### src/core/tws_pkg.sv
package tws_pkg;

  // Register indices; the byte address of each register is four times it.
  localparam logic [15:0] TWS_IDX_PORT1_DIR   = 16'hFF21;
  localparam logic [15:0] TWS_IDX_PORT1_LATCH = 16'hFF01;
  localparam logic [15:0] TWS_IDX_MODE        = 16'hFF80;
  localparam logic [15:0] TWS_IDX_CLK_SEL     = 16'hFF81;
  localparam logic [15:0] TWS_IDX_TX_BUF      = 16'hFF82;
  localparam logic [15:0] TWS_IDX_SHIFT       = 16'hFF83;
  localparam logic [15:0] TWS_IDX_STATUS      = 16'hFF84;

  localparam int TWS_ADDR_W = 18;

  // Mode register fields.
  localparam int TWS_MODE_EN   = 7;
  localparam int TWS_MODE_TRMD = 6;
  localparam int TWS_MODE_DIR  = 4;
  localparam int TWS_MODE_BUSY = 0;
  // Clock select register fields.
  localparam int TWS_CS_CKP    = 4;
  localparam int TWS_CS_DAP    = 3;
  localparam int TWS_CS_SRC_HI = 2;
  // Status register field.
  localparam int TWS_ST_DONE   = 0;

  // Port 1 pin positions.
  localparam int TWS_PIN_SCK = 0;
  localparam int TWS_PIN_SO  = 2;

  localparam logic [7:0] TWS_MODE_RST  = 8'h00;
  localparam logic [7:0] TWS_CS_RST    = 8'h00;
  localparam logic [7:0] TWS_DIR_RST   = 8'hFF;
  localparam logic [7:0] TWS_LATCH_RST = 8'h00;
  localparam logic [2:0] TWS_SRC_EXT   = 3'h7;
  localparam logic [4:0] TWS_EDGES     = 5'h10;

  typedef enum logic {TWS_IDLE, TWS_RUN} tws_state_t;

  typedef struct packed {
    logic en;
    logic trmd;
    logic dir;
  } tws_mode_t;

  typedef struct packed {
    logic       ckp;
    logic       dap;
    logic [2:0] src;
  } tws_clk_t;

endpackage

### src/core/tws_clkdiv.sv
`timescale 1ns/100ps
`default_nettype none
module tws_clkdiv
  import tws_pkg::*;
#(
  parameter int DIV_W = 7
) (
  input  wire logic       clk,
  input  wire logic       srst,
  input  wire logic       run,
  input  wire logic [2:0] sel,
  output var  logic       tick
);

  if (DIV_W < 7) begin : g_div_w_check
    $error("tws_clkdiv: DIV_W must cover division by 128");
  end

  logic [DIV_W-1:0] cnt_q;
  logic [DIV_W-1:0] cnt_d;
  logic [DIV_W-1:0] mask;
  logic             tick_d;

  // Half a serial clock period lasts 2**sel peripheral clocks.
  always_comb begin
    mask   = DIV_W'((1 << sel) - 1);
    tick_d = run && ((cnt_q & mask) == mask);
    cnt_d  = run ? cnt_q + DIV_W'(1) : '0;
  end

  always_ff @(posedge clk) begin
    if (srst) begin
      cnt_q <= '0;
      tick  <= 1'b0;
    end else begin
      cnt_q <= cnt_d;
      tick  <= tick_d;
    end
  end

endmodule
`default_nettype wire

### src/core/tws_top.sv
// Chosen here: register access over Avalon-MM.
`timescale 1ns/100ps
`default_nettype none
module tws_top
  import tws_pkg::*;
(
  input  wire logic                  clk,
  input  wire logic                  srst,
  input  wire logic [TWS_ADDR_W-1:0] avs_address,
  input  wire logic                  avs_read,
  input  wire logic                  avs_write,
  input  wire logic [31:0]           avs_writedata,
  input  wire logic [3:0]            avs_byteenable,
  output var  logic [31:0]           avs_readdata,
  output var  logic                  avs_waitrequest,
  input  wire logic                  serial_clock_pin_i,
  input  wire logic                  serial_data_in_pin_i,
  output var  logic [7:0]            port1_out,
  output var  logic [7:0]            port1_oe,
  output var  logic                  transfer_done_irq_flag
);

  function automatic logic [TWS_ADDR_W-1:0] byte_addr(logic [15:0] idx);
    return {idx, 2'b00};
  endfunction

  // Register state.
  tws_mode_t  mode_q, mode_d;
  tws_clk_t   csel_q, csel_d;
  logic [7:0] dir_q, dir_d;
  logic [7:0] latch_q, latch_d;
  logic [7:0] txbuf_q, txbuf_d;
  logic       done_q, done_d;
  logic       wait_d;
  logic [31:0] rdata_d;

  // Transfer state.
  tws_state_t st_q, st_d;
  logic [7:0] sh_q, sh_d;
  logic [4:0] edges_q, edges_d;
  logic       sck_q, sck_d;
  logic       so_q, so_d;
  logic [7:0] pout_d, poe_d;

  // Pin synchronisers; a change counts once stages two and three agree.
  logic [2:0] sck_sync_q, si_sync_q;
  logic       sck_f_q, si_f_q;

  logic acc, wr_acc, rd_acc, be0;
  logic master, busy, tick, lead, trail, ev;

  always_ff @(posedge clk) begin
    if (srst) begin
      sck_sync_q <= '1;
      si_sync_q  <= '0;
      sck_f_q    <= 1'b1;
      si_f_q     <= 1'b0;
    end else begin
      sck_sync_q <= {sck_sync_q[1:0], serial_clock_pin_i};
      si_sync_q  <= {si_sync_q[1:0], serial_data_in_pin_i};
      if (sck_sync_q[1] == sck_sync_q[2]) begin
        sck_f_q <= sck_sync_q[2];
      end
      if (si_sync_q[1] == si_sync_q[2]) begin
        si_f_q <= si_sync_q[2];
      end
    end
  end

  assign busy   = (st_q == TWS_RUN);
  assign master = (csel_q.src != TWS_SRC_EXT);
  assign acc    = (avs_read || avs_write) && !avs_waitrequest;
  assign wr_acc = acc && avs_write;
  assign rd_acc = acc && avs_read;
  assign be0    = avs_byteenable[0];

  tws_clkdiv #(
    .DIV_W (7)
  ) u_div (
    .clk  (clk),
    .srst (srst),
    .run  (busy && master),
    .sel  (csel_q.src),
    .tick (tick)
  );

  // Edge events: lead leaves the idle level, which is the inverse of polarity.
  always_comb begin
    if (master) begin
      ev = tick;
    end else begin
      ev = (sck_f_q != sck_q);
    end
    lead  = busy && ev && (sck_q == !csel_q.ckp);
    trail = busy && ev && (sck_q != !csel_q.ckp);
  end

  // Register file with one wait state per access.
  always_comb begin
    mode_d  = mode_q;
    csel_d  = csel_q;
    dir_d   = dir_q;
    latch_d = latch_q;
    txbuf_d = txbuf_q;
    done_d  = done_q;
    wait_d  = !((avs_read || avs_write) && avs_waitrequest);
    rdata_d = '0;
    if (wr_acc && be0) begin
      case (avs_address)
        byte_addr(TWS_IDX_MODE): begin
          mode_d.en   = avs_writedata[TWS_MODE_EN];
          mode_d.trmd = avs_writedata[TWS_MODE_TRMD];
          mode_d.dir  = avs_writedata[TWS_MODE_DIR];
        end
        byte_addr(TWS_IDX_CLK_SEL): begin
          csel_d.ckp = avs_writedata[TWS_CS_CKP];
          csel_d.dap = avs_writedata[TWS_CS_DAP];
          csel_d.src = avs_writedata[TWS_CS_SRC_HI:0];
        end
        byte_addr(TWS_IDX_PORT1_DIR):   dir_d   = avs_writedata[7:0];
        byte_addr(TWS_IDX_PORT1_LATCH): latch_d = avs_writedata[7:0];
        byte_addr(TWS_IDX_TX_BUF):      txbuf_d = avs_writedata[7:0];
        byte_addr(TWS_IDX_STATUS): begin
          if (avs_writedata[TWS_ST_DONE]) begin
            done_d = 1'b0;
          end
        end
        default: ;
      endcase
    end
    if (st_q == TWS_RUN && edges_d == TWS_EDGES) begin
      done_d = 1'b1;
    end
    if (avs_read && avs_waitrequest) begin
      case (avs_address)
        byte_addr(TWS_IDX_MODE): begin
          rdata_d[TWS_MODE_EN]   = mode_q.en;
          rdata_d[TWS_MODE_TRMD] = mode_q.trmd;
          rdata_d[TWS_MODE_DIR]  = mode_q.dir;
          rdata_d[TWS_MODE_BUSY] = busy;
        end
        byte_addr(TWS_IDX_CLK_SEL): begin
          rdata_d[TWS_CS_CKP]        = csel_q.ckp;
          rdata_d[TWS_CS_DAP]        = csel_q.dap;
          rdata_d[TWS_CS_SRC_HI:0]   = csel_q.src;
        end
        byte_addr(TWS_IDX_PORT1_DIR):   rdata_d[7:0] = dir_q;
        byte_addr(TWS_IDX_PORT1_LATCH): rdata_d[7:0] = latch_q;
        byte_addr(TWS_IDX_TX_BUF):      rdata_d[7:0] = txbuf_q;
        byte_addr(TWS_IDX_SHIFT):       rdata_d[7:0] = sh_q;
        byte_addr(TWS_IDX_STATUS):      rdata_d[TWS_ST_DONE] = done_q;
        default: ;
      endcase
    end
  end

  always_ff @(posedge clk) begin
    if (srst) begin
      mode_q          <= tws_mode_t'(3'h0);
      csel_q          <= tws_clk_t'(5'h00);
      dir_q           <= TWS_DIR_RST;
      latch_q         <= TWS_LATCH_RST;
      txbuf_q         <= 8'h00;
      done_q          <= 1'b0;
      avs_waitrequest <= 1'b1;
      avs_readdata    <= 32'h0000_0000;
    end else begin
      mode_q          <= mode_d;
      csel_q          <= csel_d;
      dir_q           <= dir_d;
      latch_q         <= latch_d;
      txbuf_q         <= txbuf_d;
      done_q          <= done_d;
      avs_waitrequest <= wait_d;
      avs_readdata    <= rdata_d;
    end
  end

  // Transfer engine.
  logic start, top_bit;
  logic [7:0] sh_in;
  always_comb begin
    start = mode_q.en && !busy &&
            ((wr_acc && be0 && avs_address == byte_addr(TWS_IDX_TX_BUF) &&
              mode_q.trmd) ||
             (rd_acc && avs_address == byte_addr(TWS_IDX_SHIFT) &&
              !mode_q.trmd));
    top_bit = mode_q.dir ? sh_q[0] : sh_q[7];
    sh_in   = mode_q.dir ? {si_f_q, sh_q[7:1]} : {sh_q[6:0], si_f_q};
    st_d    = st_q;
    sh_d    = sh_q;
    edges_d = edges_q;
    sck_d   = master ? sck_q : sck_f_q;
    so_d    = so_q;
    case (st_q)
      TWS_IDLE: begin
        if (master) begin
          sck_d = !csel_q.ckp;
        end
        if (start) begin
          st_d    = TWS_RUN;
          edges_d = '0;
          if (wr_acc) begin
            sh_d = txbuf_d;
            if (csel_q.dap) begin
              so_d = mode_q.dir ? txbuf_d[0] : txbuf_d[7];
            end
          end
        end
      end
      TWS_RUN: begin
        if (ev) begin
          edges_d = edges_q + 5'h01;
          if (master) begin
            sck_d = !sck_q;
          end
        end
        // Output on one edge, sample on the opposite one.
        if ((lead && !csel_q.dap) ||
            (trail && csel_q.dap && edges_d != TWS_EDGES)) begin
          so_d = mode_q.trmd ? top_bit : so_q;
        end
        if ((trail && !csel_q.dap) || (lead && csel_q.dap)) begin
          sh_d = sh_in;
        end
        if (edges_d == TWS_EDGES) begin
          st_d = TWS_IDLE;
        end
      end
      default: st_d = TWS_IDLE;
    endcase
    if (!mode_q.en) begin
      st_d    = TWS_IDLE;
      sh_d    = 8'h00;
      edges_d = '0;
      so_d    = 1'b0;
    end
  end

  // Pin multiplexing: the serial function takes a pin only while enabled.
  always_comb begin
    pout_d = latch_q;
    poe_d  = ~dir_q;
    if (mode_q.en && master) begin
      pout_d[TWS_PIN_SCK] = sck_q;
    end
    if (mode_q.en && mode_q.trmd) begin
      pout_d[TWS_PIN_SO] = so_q | latch_q[TWS_PIN_SO];
    end
  end

  always_ff @(posedge clk) begin
    if (srst) begin
      st_q      <= TWS_IDLE;
      sh_q      <= 8'h00;
      edges_q   <= 5'h00;
      sck_q     <= 1'b1;
      so_q      <= 1'b0;
      port1_out <= TWS_LATCH_RST;
      port1_oe  <= 8'h00;
      transfer_done_irq_flag <= 1'b0;
    end else begin
      st_q      <= st_d;
      sh_q      <= sh_d;
      edges_q   <= edges_d;
      sck_q     <= sck_d;
      so_q      <= so_d;
      port1_out <= pout_d;
      port1_oe  <= poe_d;
      transfer_done_irq_flag <= done_d;
    end
  end
endmodule
`default_nettype wire

### config.mk
export PLATFORM = sky130hd
export DESIGN_NAME = tws_top
export DESIGN_NICKNAME = d
export VERILOG_FILES = /design/src/core/tws_pkg.sv /design/src/core/tws_clkdiv.sv /design/src/core/tws_top.sv
export SDC_FILE = /design/constraint.sdc
export NUM_CORES = 1
export LEC_CHECK = 0
export BUFFER_PORTS_ARGS = -buffer_cell sky130_fd_sc_hd__buf_4
export CORE_ASPECT_RATIO = 0.8
export CORE_MARGIN = 10
export CORE_UTILIZATION = 41
export DETAILED_ROUTE_END_ITERATION = 8
export PLACE_DENSITY = 0.7
export SETUP_SLACK_MARGIN = 0.3
export SYNTH_ARGS = -nofsm -noshare
export SYNTH_HDL_FRONTEND = slang
export SYNTH_SLANG_ARGS = --single-unit
### constraint.sdc
create_clock -name clk -period 5.5 [get_ports clk]
set_clock_uncertainty 0.15 [all_clocks]
set_input_delay 0.275 -clock clk [delete_from_list [all_inputs] [get_ports clk]]
set_output_delay 0.275 -clock clk [all_outputs]
set_load 0.05 [all_outputs]
-- Word level (Yosys, flattened, before mapping)
Cells that the tools add are included.
- output and inout port bits: 50
- input bits: 60
- register bits after elaboration: 114
- reductions and logical operators: 49
- muxes and demuxes: 40
- $add $sub $neg: 3
- shift-type cells: 1
- bitwise operators: 7
- equality and inequality tests: 23
- operators with widths (cell ; number):
    18-bit equality test, second input constant ; 7
    8-bit two-way mux ; 6
    1-bit logical AND ; 25
    1-bit two-way mux ; 20
    5-bit two-way mux ; 4
    8-bit case mux with 2 select lines ; 1
    3-bit case mux with 5 select lines ; 1
    5-bit equality test, second input constant ; 2
    2-bit case mux with 5 select lines ; 1
    5-bit case mux with 2 select lines ; 1
    2-bit != test, second input constant ; 4
    8-bit inverter ; 1
    2-bit AND reduction ; 4
    7-bit by 1-bit adder with 7-bit output, second input constant ; 1
    7-bit bitwise AND ; 1
    7-bit equality test ; 1
    1-bit logical NOT ; 7
    1-bit case mux with 7 select lines ; 1
    1-bit by 3-bit << shifter with 7-bit output, first input constant ; 1
    7-bit by 2-bit subtractor with 7-bit output, second input constant ; 1
    1-bit case mux with 2 select lines ; 3
    1-bit case mux with 6 select lines ; 1
    3-bit AND reduction ; 2
    2-bit nonzero test ; 3
    12 further kinds ; 24

-- Depth between registers and ports, before layout
Gate-level depths: netlist (run 1).
- word-level depth: 15
- mapped depth: 9
- mapped depth without buffers: 8

-- Hierarchy
From an unflattened synthesis (run 1), not the netlist that was laid out.
- cell total of the unflattened synthesis: 471
- area total of the unflattened synthesis: 4331.7 um^2
- by module, submodules not included (module ; area an instance (um^2) ; cells each ; times used):
    tws_top ; 3987.6 ; 431 ; 1
    tws_clkdiv ; 344.1 ; 40 ; 1

-- Worst setup path before layout (run 1)
Ideal clock, no wire load.
- path kind: input to register
- start point: input port avs_address[5]
- end point: register sh_q[7]
- setup time: 0.117 ns
- buffers on the path: 1
- data arrival time: 2.171 ns
- stages on the path: 7
- path slack: 3.062 ns
- required time: 5.233 ns
- path through: or4b_4 -> or3_4 -> and4bb_1 -> buf_6 -> mux2i_1 -> a21oi_1 -> a22o_1
- cells in the longest elaborated chain, start to end: 7
- RTL lines (what ; RTL line ; source):
    start: declaration ; tws_top.sv:9 ; input wire logic [TWS_ADDR_W-1:0] avs_address,
    branches (longest 7 deep; another with 18-bit equality test) ; -- ;
    end signal: assignment ; tws_top.sv:255 ; sh_q <= 8'h00;
    end signal: assignment ; tws_top.sv:264 ; sh_q <= sh_d;
    end: declaration ; tws_top.sv:39 ; logic [7:0] sh_q, sh_d;
Several ways; the timed one is not identified. The select of a mux whose other input is x is not followed.
A chain may end at the register's enable or synchronous reset.

-- Worst setup path in the final report (run 1)
- start point: input port avs_address[0]
- end point: register dir_q[3]
- cells in the longest elaborated chain, start to end: 2
- RTL lines (what ; RTL line ; source):
    18-bit equality test ; tws_top.sv:109 ; case (avs_address)
    2-bit AND reduction (no source line) ; -- ;
    end signal: assignment ; tws_top.sv:170 ; dir_q <= dir_d;
    end: declaration ; tws_top.sv:30 ; logic [7:0] dir_q, dir_d;
No other way between the ends.

==> results of run 1 <==
## logic make-up after synthesis
logic type / Yosys count
buffers and inverters: 53
multiplexers: 46
other: 1
AND/OR/NAND/NOR: 177
adder cells (fa/ha/maj): 3
AO/OA/AOI/OAI: 75
XOR/XNOR: 16
flip-flops: 90
## how the worst min path moves through the flow
| stage | startpoint | cells after the start | slack, ns | endpoint |
|---|---|---|---|---|
| 2_1_floorplan | avs_read | 1 | 0.23 | avs_waitrequest |
| 3_3_place_gp | sck_sync_q[0] | 1 | 0.24 | sck_sync_q[1] |
| 3_5_place_dp | sck_sync_q[0] | 1 | 0.25 | sck_sync_q[1] |
| 4_1_cts | avs_writedata[5] | 3 | 0.03 | dir_q[5] |
| 5_1_grt | avs_writedata[5] | 3 | 0.02 | dir_q[5] |
| 6_report | avs_writedata[5] | 3 | 0.03 | dir_q[5] |
## through the flow
step | hold WS, ns | setup WS (ns)
after floorplan | 0.225 | 3.06
after global placement | 0.244 | 2.49
after detailed placement | 0.251 | 2.39
after CTS | 0.0254 | 2.74
after global routing | 0.0245 | 2.54
final | 0.0332 | 2.70
## critical path: cells and delay by family
family                 cells  cell delay, ns
buffers and inverters      1            0.11
muxes                      1            0.28
and+or+nand+nor            5            2.20
## cell usage in the layout (no fill, tap or decap), types with 8 or more instances in the layout
master and n:
dfxtp_1 90, buf_4 58, nor2_1 57, nand2_1 34
mux2i_1 27, a21oi_1 24, conb_1 24, nor2b_1 20
nand3_1 16, mux2_2 16, o21ai_0 10, a211oi_1 9
clkbuf_16 9, nor3_1 8, xor2_1 8, xnor2_1 8
a22o_1 8
## layout make-up
type / count / area (sq um) / area share [%]
Tap cell: 140 / 175 / 3.49
Timing Repair Buffer: 62 / 475 / 9.47
Clock inverter: 5 / 62.6 / 1.25
Sequential cell: 90 / 1800 / 35.9
Clock buffer: 11 / 253 / 5.03
Inverter: 7 / 26.3 / 0.523
Multi-Input combinational cell: 341 / 2230 / 44.3
## timing repair
item                      in CTS  in global routing
hold endpoints to repair       3                  0
gates resized for setup        0                  0
hold buffers                   4                  0
## report_power, final
| part | total [W] | internal (W) | switching [W] |
|---|---|---|---|
| Clock | 0.000638 | 0.000378 | 0.000259 |
| Sequential | 0.000655 | 0.000654 | 0.00000124 |
| Combinational | 0.0000951 | 0.0000270 | 0.0000680 |
| Total | 0.00139 | 0.00106 | 0.000329 |
## cells in the mapped netlist, drive strengths merged (4+ instances only)
master and instances:
o21ai 10, xor2 8, nor2 59, or2 4, buf 29, a22o 8
o211ai 5, mux2i 27, a21oi 24, dfxtp 90, clkbuf 17, a211oi 9
nand2 34, nor3 11, a222oi 7, mux2 17, inv 7, and3 5
xnor2 8, nor2b 21, nor4 5, nand3 16
## metal layers
layer / part of all wire, % / GRT usage [%] / vias up
met5: 0 / 0 / -
met4: 1.9 / 4.27 / 0
met3: 8.0 / 4.98 / 22
met2: 46 / 23.1 / 124
met1: 44 / 19.6 / 1685
li1: - / - / 1687
## state kept, by name, summed over array words and instances (netlist names), 3 cells and up
signal and count:
latch_q 8, port1_out 8, dir_q 8, sh_q 8
sck_sync_q 3, avs_readdata 8, si_sync_q 3, port1_oe 8
txbuf_q 8, u_div.cnt_q 7, mode_q 3, csel_q 5
edges_q 5
==> impl_metrics.yaml, run 1 <==
detailed_routing:
  drtPass1Iterations: 4
  via_count: 3518
  ant_nets: 0
  routed_wl_um: 11300
  wl_per_cell_um: 17.2
  drc: 0
  viasPerCell: 5.36
  drt-initial-drc-count: 333
logic_synthesis:
  synth.top_cells.by_area: "dfxtp_1, mux2i_1, nor2_1"
  ys_seq_area_share_pct: 42.4
  async_flop_share_pct: 0
  netlist_area_sq_um: 4250
  synthAdderAreaFrac_pct: 0.883
  yosys.area_share.simple_pct: 21.9
  synth-main-ff-cell: "dfxtp_1"
  synth_top_area_share_pct: 42.4
  ys_ff_latch: 90
  synth_mux_area_share_pct: 11.9
  avgSynthCellArea_sq_um: 9.22
  synth_compound_area_share_pct: 12.2
  postSynthCellCount: 461
  synth_warnings: 0
  yosysUniqueCellTypes: 60
  synth_top_family_by_area: "simple AND/OR/NAND/NOR gates"
  synth-edff-count: 0
  synth-xor-area-share_pct: 3.30
  yosysTopAreaCell: "dfxtp_1"
global_route:
  grt_pass1_vias: 3498
  grt_max_degree: 52
  grtUsageTotal_pct: 15.0
  grt.overflow.total: 0
  antenna_found_initial: 0
  grt_pass1_wl_um: 18200
layout:
  utilization_pct: 49.2
  nets: 574
  final_cells: 656
  diodes: 0
  fin_area_sq_um: 5020
  synthToLayoutAreaGrowth_pct: 18.1
  fill_cells: 951
  layout-drive-gt1-share_pct: 21.1
setup_path:
  endpoint_kind: "flop"
  path_class: "primary input to flop"
  required_ns: 5.56
  slowest_stage: "or4b_2"
  reg2regPathDepth: 6
  r2r-start: "avs_waitrequest"
  crit_start: "avs_address[0]"
  path_max_fanout: 10
  cp_cell_sequence: "buf_4, nand4bb_1, or4b_2, nor3_4, and3_1, mux2i_1, nand2_1"
  cp-start-kind: "primary input"
  rrSetupSlack_ns: 2.85
  timing.rr.end: "sh_q[6]"
  max_stage_delay_ns: 0.74
  crit_path_end: "dir_q[3]"
  cp.arrival_ns: 2.86
timing:
  rsz0062_at_grt: "no"
  slew_viol_final: 0
  fin_crit_sh_pct: 50.9
  finalCriticalPeriod_ns: 2.80
  max_freq_mhz: 357
  hold_violations: 0
  setup_tns_ns: 0
  tightest_slew_ns: 0.844
  relSlewSlack_pct: 43.5
  setup-violations-final: 0
clock_tree:
  clk_pin_slew_ns: 0.06
  htree_num_levels: 3
  cts-root-buf: "clkbuf_16"
  clkSinkCount: 90
  tritoncts: "done"
  clock_latency_ns: 0.35
  clockBufferDepth: 2
  cts_buffers: 9
  cts_setup_buffers: 0
pwr:
  peakVddDrop_v: 0.000169
  p_per_area_nw_per_um2: 276
  p_leak_nw: 1.94
  p_total_w: 0.00139
place:
  port_buffers: 58
  dp_cells: 636
  hpwl_um: 7820
  place_area_sq_um: 4660
  gp_congestion: 0.851
floorplanning:
  rows: 33
  die_y_um: 111
  die_w_um: 134
  coreArea_sq_um: 10200
  die_area_sq_um: 14900
  start_util_pct: 41.7
  io_pins: 110
min_path:
  min_path_type: "primary input to flop"
run:
  drv_cap: 0
status:
  status: "finished clean"
Note: power is estimated with default switching activity, not from simulation.
==> run 2, diff against run 1 <==
==> constraint.sdc (replaced) <==
create_clock -name clk -period 2.75 [get_ports clk]
set_clock_uncertainty 0.15 [all_clocks]
set_input_delay 0.1375 -clock clk [delete_from_list [all_inputs] [get_ports clk]]
set_output_delay 0.1375 -clock clk [all_outputs]
set_load 0.05 [all_outputs]
==> run 2 against run 1 <==
  * Power up 100%
  * Register-to-register slack worse by 2.4 ns
  * First-iteration DRC count up 7.2%
  * Design area up 3.8%
  * Critical path type is now flop to flop
  * Setup slack worse by 2.2 ns
  * Die area unchanged
  * Count of clock-buffer cells in the layout down 2
  * Clock power up 110%
  * Non-clock buffer count up 19
  * Combinational power up 110%
==> impl_metrics.yaml, run 2 (synthesized netlist as in run 1, its figures left out) <==
pwr:
  power.switching_w: 0.000668
  swShare_pct: 23.5
  p_per_area_nw_per_um2: 546
  p_leak_nw: 2.04
  peakVddDrop_v: 0.000276
  seqPwrFrac_pct: 46.1
  intPower_w: 0.00217
  combPwrFrac_pct: 7.0
  clkPwrFrac_pct: 46.9
clock_tree:
  clk_pin_slew_ns: 0.07
  cts_buffers: 9
  clock_latency_ns: 0.34
  tritoncts: "done"
  htree_num_levels: 3
  clkSinkCount: 90
  clockBufferDepth: 2
  cts-root-buf: "clkbuf_16"
floorplanning:
  coreArea_sq_um: 10200
  die_area_sq_um: 14900
  rows: 33
  start_util_pct: 41.7
  die_y_um: 111
  die_w_um: 134
  io_pins: 110
place:
  gp_congestion: 0.854
  hpwl_um: 7790
  port_buffers: 58
  place_area_sq_um: 4750
detailed_routing:
  ant_nets: 0
  wl_per_cell_um: 16.4
  via_count: 3560
  drt-initial-drc-count: 357
  routed_wl_um: 11000
  drtPass1Iterations: 6
  viasPerCell: 5.27
  drc: 0
global_route:
  grt_max_degree: 52
  grt_pass1_vias: 3432
  grt_pass1_wl_um: 18100
  antenna_found_initial: 0
  grt.overflow.total: 0
  grtUsageTotal_pct: 14.7
layout:
  final_cell_mix: "dfxtp_1, buf_4, nor2_1"
  synthToLayoutAreaGrowth_pct: 22.5
  nets: 593
  layout-drive-gt1-share_pct: 22.4
  fill_cells: 928
  diodes: 0
  fin_area_sq_um: 5210
  final_common_cell: "dfxtp_1"
setup_path:
  path_max_fanout: 10
  cp_cell_sequence: "nand3_1, o211ai_1, nor2_1, xnor2_1, a2111oi_1, a31o_2"
  path_class: "flop to flop"
  slowest_stage: "dfxtp_1"
  required_ns: 2.89
  cp.arrival_ns: 2.40
  endpoint_kind: "flop"
  rrSetupSlack_ns: 0.49
  cp-start-kind: "flop"
  max_stage_delay_ns: 0.52
timing:
  setup_tns_ns: 0
  relSlewSlack_pct: 53.4
  hold_violations: 0
  finalCriticalPeriod_ns: 2.26
  tightest_slew_ns: 0.697
  setup-violations-final: 0
  rsz0062_at_grt: "no"
  max_freq_mhz: 442
  slew_viol_final: 0
  fin_crit_sh_pct: 82.3
run:
  drv_cap: 0
min_path:
  min_path_type: "primary input to flop"
status:
  status: "finished clean"
==> run 2: power by group through the flow <==
| stage | logic [W] | registers (W) | clock network [W] |
|---|---|---|---|
| 6_report | 0.000200 | 0.00131 | 0.00133 |
| 5_1_grt | 0.000213 | 0.00131 | 0.00140 |
| 4_1_cts | 0.000198 | 0.00131 | 0.00135 |
| 3_5_place_dp | 0.000183 | 0.00134 | 0 |
| 3_3_place_gp | 0.000182 | 0.00134 | 0 |
| 2_1_floorplan | 0.000143 | 0.00134 | 0 |
==> run 2: per-layer routing <==
metal	vias to the layer above	wire, um	GRT usage, %
met5	-	0	0
met4	0	133	3.84
met3	13	814	4.53
met2	146	4890	22.3
met1	1679	5210	19.8
li1	1722	-	-
==> run 2: per-stage QoR <==
step	utilization (%)	power, W	cells	setup slack [ns]	hold slack [ns]
global route	51.1	0.00292	675	0.301	0.143
global placement	46.6	0.00152	646	0.221	0.176
floorplan	-	0.00149	484	0.449	0.0879
detailed placement	46.6	0.00152	646	0.176	0.178
CTS	51.0	0.00286	674	0.412	0.104
finish	51.1	0.00284	675	0.487	0.108
==> run 2: worst max-delay path: cells and delay by family, from the launching register on <==
| kind | cells | cell delay [ns] |
|---|---|---|
| DFF | 1 | 0.52 |
| xor gates and xnor gates | 1 | 0.16 |
| AOI/OAI and AO/OA | 3 | 0.99 |
| and+or+nand+nor | 2 | 0.39 |
==> run 2: layout make-up <==
cell class / instances / area (sq um) / share of cell area, %
Clock buffer: 9 / 225 / 4.32
Clock inverter: 7 / 103 / 1.97
Inverter: 7 / 26.3 / 0.504
Multi-Input combinational cell: 341 / 2230 / 42.8
Sequential cell: 90 / 1800 / 34.6
Tap cell: 140 / 175 / 3.36
Timing Repair Buffer: 81 / 651 / 12.5
==> run 2: repair_timing <==
item                                   in CTS  in global routing
buffers inserted                            0                  1
resized for setup                           0                  1
endpoints found under the hold margin      33                  0
setup endpoints to repair                   0                  1
hold buffers                               12                  0
==> run 2: final timing paths <==
check	from	endpoint	depth (start not counted)
worst max-delay path	csel_q[0]	transfer_done_irq_flag	6
worst min-delay path	srst	port1_oe[6]	2
worst max register to register	csel_q[0]	transfer_done_irq_flag	6
worst min register to register	sck_sync_q[0]	sck_sync_q[1]	1
==> run 3, diff against run 2 <==
--- a/config.mk
+++ b/config.mk
@@ -5,6 +5,7 @@
 export SDC_FILE = /design/constraint.sdc
 export NUM_CORES = 1
 export LEC_CHECK = 0
+export ABC_AREA = 1
 export BUFFER_PORTS_ARGS = -buffer_cell sky130_fd_sc_hd__buf_4
 export CORE_ASPECT_RATIO = 0.8
 export CORE_MARGIN = 10
==> constraint.sdc (replaced) <==
create_clock -name clk -period 2.3 [get_ports clk]
set_clock_uncertainty 0.15 [all_clocks]
set_input_delay 0.115 -clock clk [delete_from_list [all_inputs] [get_ports clk]]
set_output_delay 0.115 -clock clk [all_outputs]
set_load 0.05 [all_outputs]
==> run 3 against run 2 <==
  * Largest cell class unchanged
  * Design area is 1.9% higher
  * Flip-flop and latch count stayed put
  * Cell count is 21% higher
  * Power is 19% higher
  * Critical path type unchanged
  * Largest power group unchanged
==> impl_metrics.yaml, run 3 <==
status:
  status: "finished clean"
logic_synthesis:
  netlist_area_sq_um: 4340
  synth_most_common_cell: "nand2_1"
  postSynthCellCount: 600
  synth_warnings: 0
  ys_seq_area_share_pct: 41.5
  synth-edff-count: 0
  yosysUniqueCellTypes: 44
  yosysTopAreaCell: "dfxtp_1"
  synth.top_cells.by_area: "dfxtp_1, nand2_1, inv_1"
  synth_top_area_share_pct: 41.5
  synthTopCellsByCount: "nand2_1, dfxtp_1, inv_1, nor2_1, a21oi_1"
  ys_ff_latch: 90
  synth-main-ff-cell: "dfxtp_1"
  async_flop_share_pct: 0
  avgSynthCellArea_sq_um: 7.23
floorplanning:
  start_util_pct: 42.2
  die_y_um: 112
  coreArea_sq_um: 10300
  rows: 33
  die_w_um: 135
  die_area_sq_um: 15100
  io_pins: 110
timing:
  relSlewSlack_pct: 61.5
  finalCriticalPeriod_ns: 1.85
  max_freq_mhz: 540
  setup-violations-final: 0
  tightest_slew_ns: 0.577
  worst_slack_ns: 0.449
  fin_crit_sh_pct: 80.5
  setup_tns_ns: 0
  holdWs_ns: 0.0641
  rsz0062_at_grt: "no"
  hold_violations: 0
  slew_viol_final: 0
setup_path:
  max_stage_delay_ns: 0.33
  rrSetupSlack_ns: 0.45
  slowest_stage: "dfxtp_1"
  path_max_fanout: 10
  worst-path-buf-inv: 4
  required_ns: 2.37
  cp_cell_sequence: "inv_2, nand2_1, nor2_2, buf_4, inv_1, nor2_2, inv_1, o21ai_0, a21oi_1"
  r2r-start: "avs_waitrequest"
  cp-start-kind: "flop"
  path_class: "flop to flop"
  reg2regPathDepth: 9
  endpoint_kind: "flop"
  timing.rr.end: "csel_q[0]"
  cp.arrival_ns: 1.92
  critical-path-top-delay-family: "buffers and inverters"
clock_tree:
  htree_num_levels: 3
  clockBufferDepth: 2
  clock_latency_ns: 0.34
  cts_buffers: 9
  clkSinkCount: 90
  cts-root-buf: "clkbuf_16"
  tritoncts: "done"
  clk_pin_slew_ns: 0.07
global_route:
  grt_pass1_vias: 4007
  grt_pass1_wl_um: 19600
  antenna_found_initial: 0
  grtUsageTotal_pct: 15.7
  grt_max_degree: 45
  grt.overflow.total: 0
layout:
  fill_cells: 981
  utilization_pct: 51.6
  register_area_sq_um: 1820
  synthToLayoutAreaGrowth_pct: 22.3
  nets: 734
  final_common_cell: "nand2_1"
  layout-drive-gt1-share_pct: 18.5
  final_cell_mix: "nand2_1, dfxtp_1, inv_1"
  multi_input_comb_area_sq_um: 2040
  diodes: 0
detailed_routing:
  viasPerCell: 5.03
  wl_per_cell_um: 14.5
  via_count: 4108
  routed_wl_um: 11900
  drt-initial-drc-count: 351
  drtPass1Iterations: 5
  ant_nets: 0
  drc: 0
min_path:
  hold_depth: 2
  holdPathEnd: "port1_oe[2]"
  min_path_type: "primary input to flop"
  worstHoldStart: "srst"
place:
  hpwl_um: 8920
  gp_congestion: 0.885
  post-place-ws_ns: 0.311
  port_buffers: 58
pwr:
  p_per_area_nw_per_um2: 640
  peakVddDrop_v: 0.000313
  p_total_w: 0.00340
  p_leak_nw: 2.32
run:
  drv_cap: 0
## run 3: timing repair
action / in CTS / in global routing
setup buffers: 0 / 3
gates resized for setup: 0 / 12
endpoints found under the setup margin: 0 / 11
endpoints found under the hold margin: 32 / 0
hold buffers: 12 / 0
## run 3: layer usage
| metal | global-route usage [%] | up-vias | routed length (um) |
|---|---|---|---|
| met2 | 23.8 | 175 | 5260 |
| met5 | 0 | - | 0 |
| li1 | - | 2047 | - |
| met4 | 4.44 | 0 | 176 |
| met3 | 5.44 | 19 | 1230 |
| met1 | 20.5 | 1867 | 5200 |
## run 3: report_power, final
part | switching, W | total, W | internal, W
clock network | 0.000617 | 0.00160 | 0.000988
registers | 0.00000260 | 0.00156 | 0.00156
logic | 0.000162 | 0.000227 | 0.0000650
## run 3: stage by stage
step           std cells  area, sq um
3_5_place_dp         785         4820
4_1_cts              813         5270
3_3_place_gp         785         4820
5_1_grt              816         5310
6_report             816         5310
2_1_floorplan        623         4430
## run 3: layout make-up
| class | count | area share (%) |
|---|---|---|
| clock buffers | 11 | 4.57 |
| clock inverters | 5 | 1.60 |
| inverters | 87 | 6.15 |
| multi-input cells | 404 | 38.4 |
| flip-flops and latches | 90 | 34.2 |
| well taps | 140 | 3.30 |
| repair buffers | 79 | 11.7 |
## run 3: worst max path at each step
stage | startpoint | to | cells past startpoint
floorplan | avs_waitrequest | sh_q[0] | 11
global placement | avs_waitrequest | sh_q[2] | 10
detailed placement | avs_address[1] | sh_q[2] | 11
CTS | avs_waitrequest | sh_q[2] | 10
global route | csel_q[2] | so_q | 15
finish | avs_waitrequest | csel_q[0] | 9
## run 3: worst register-to-register path: stages (launching register included)
cell and delay, ns:
dfxtp_1 0.33, inv_2 0.06, nand2_1 0.10, nor2_2 0.17, buf_4 0.22, inv_1 0.08, nor2_2 0.16, inv_1 0.15
o21ai_0 0.24, a21oi_1 0.07
## run 3: cells by family (layout without fill, tap and decap cells)
kind of cell             count (synthesis)  count (layout)  synth area share (%)
flip-flops                              90              90                  41.5
XOR/XNOR                                 6               6                  1.21
other                                    1              24                0.0864
adder cells (fa/ha/maj)                  3               3                 0.865
AO/OA/AOI/OAI                          127             127                  16.7
AND/OR/NAND/NOR                        244             244                  26.1
buffers and inverters                  129             182                  13.6
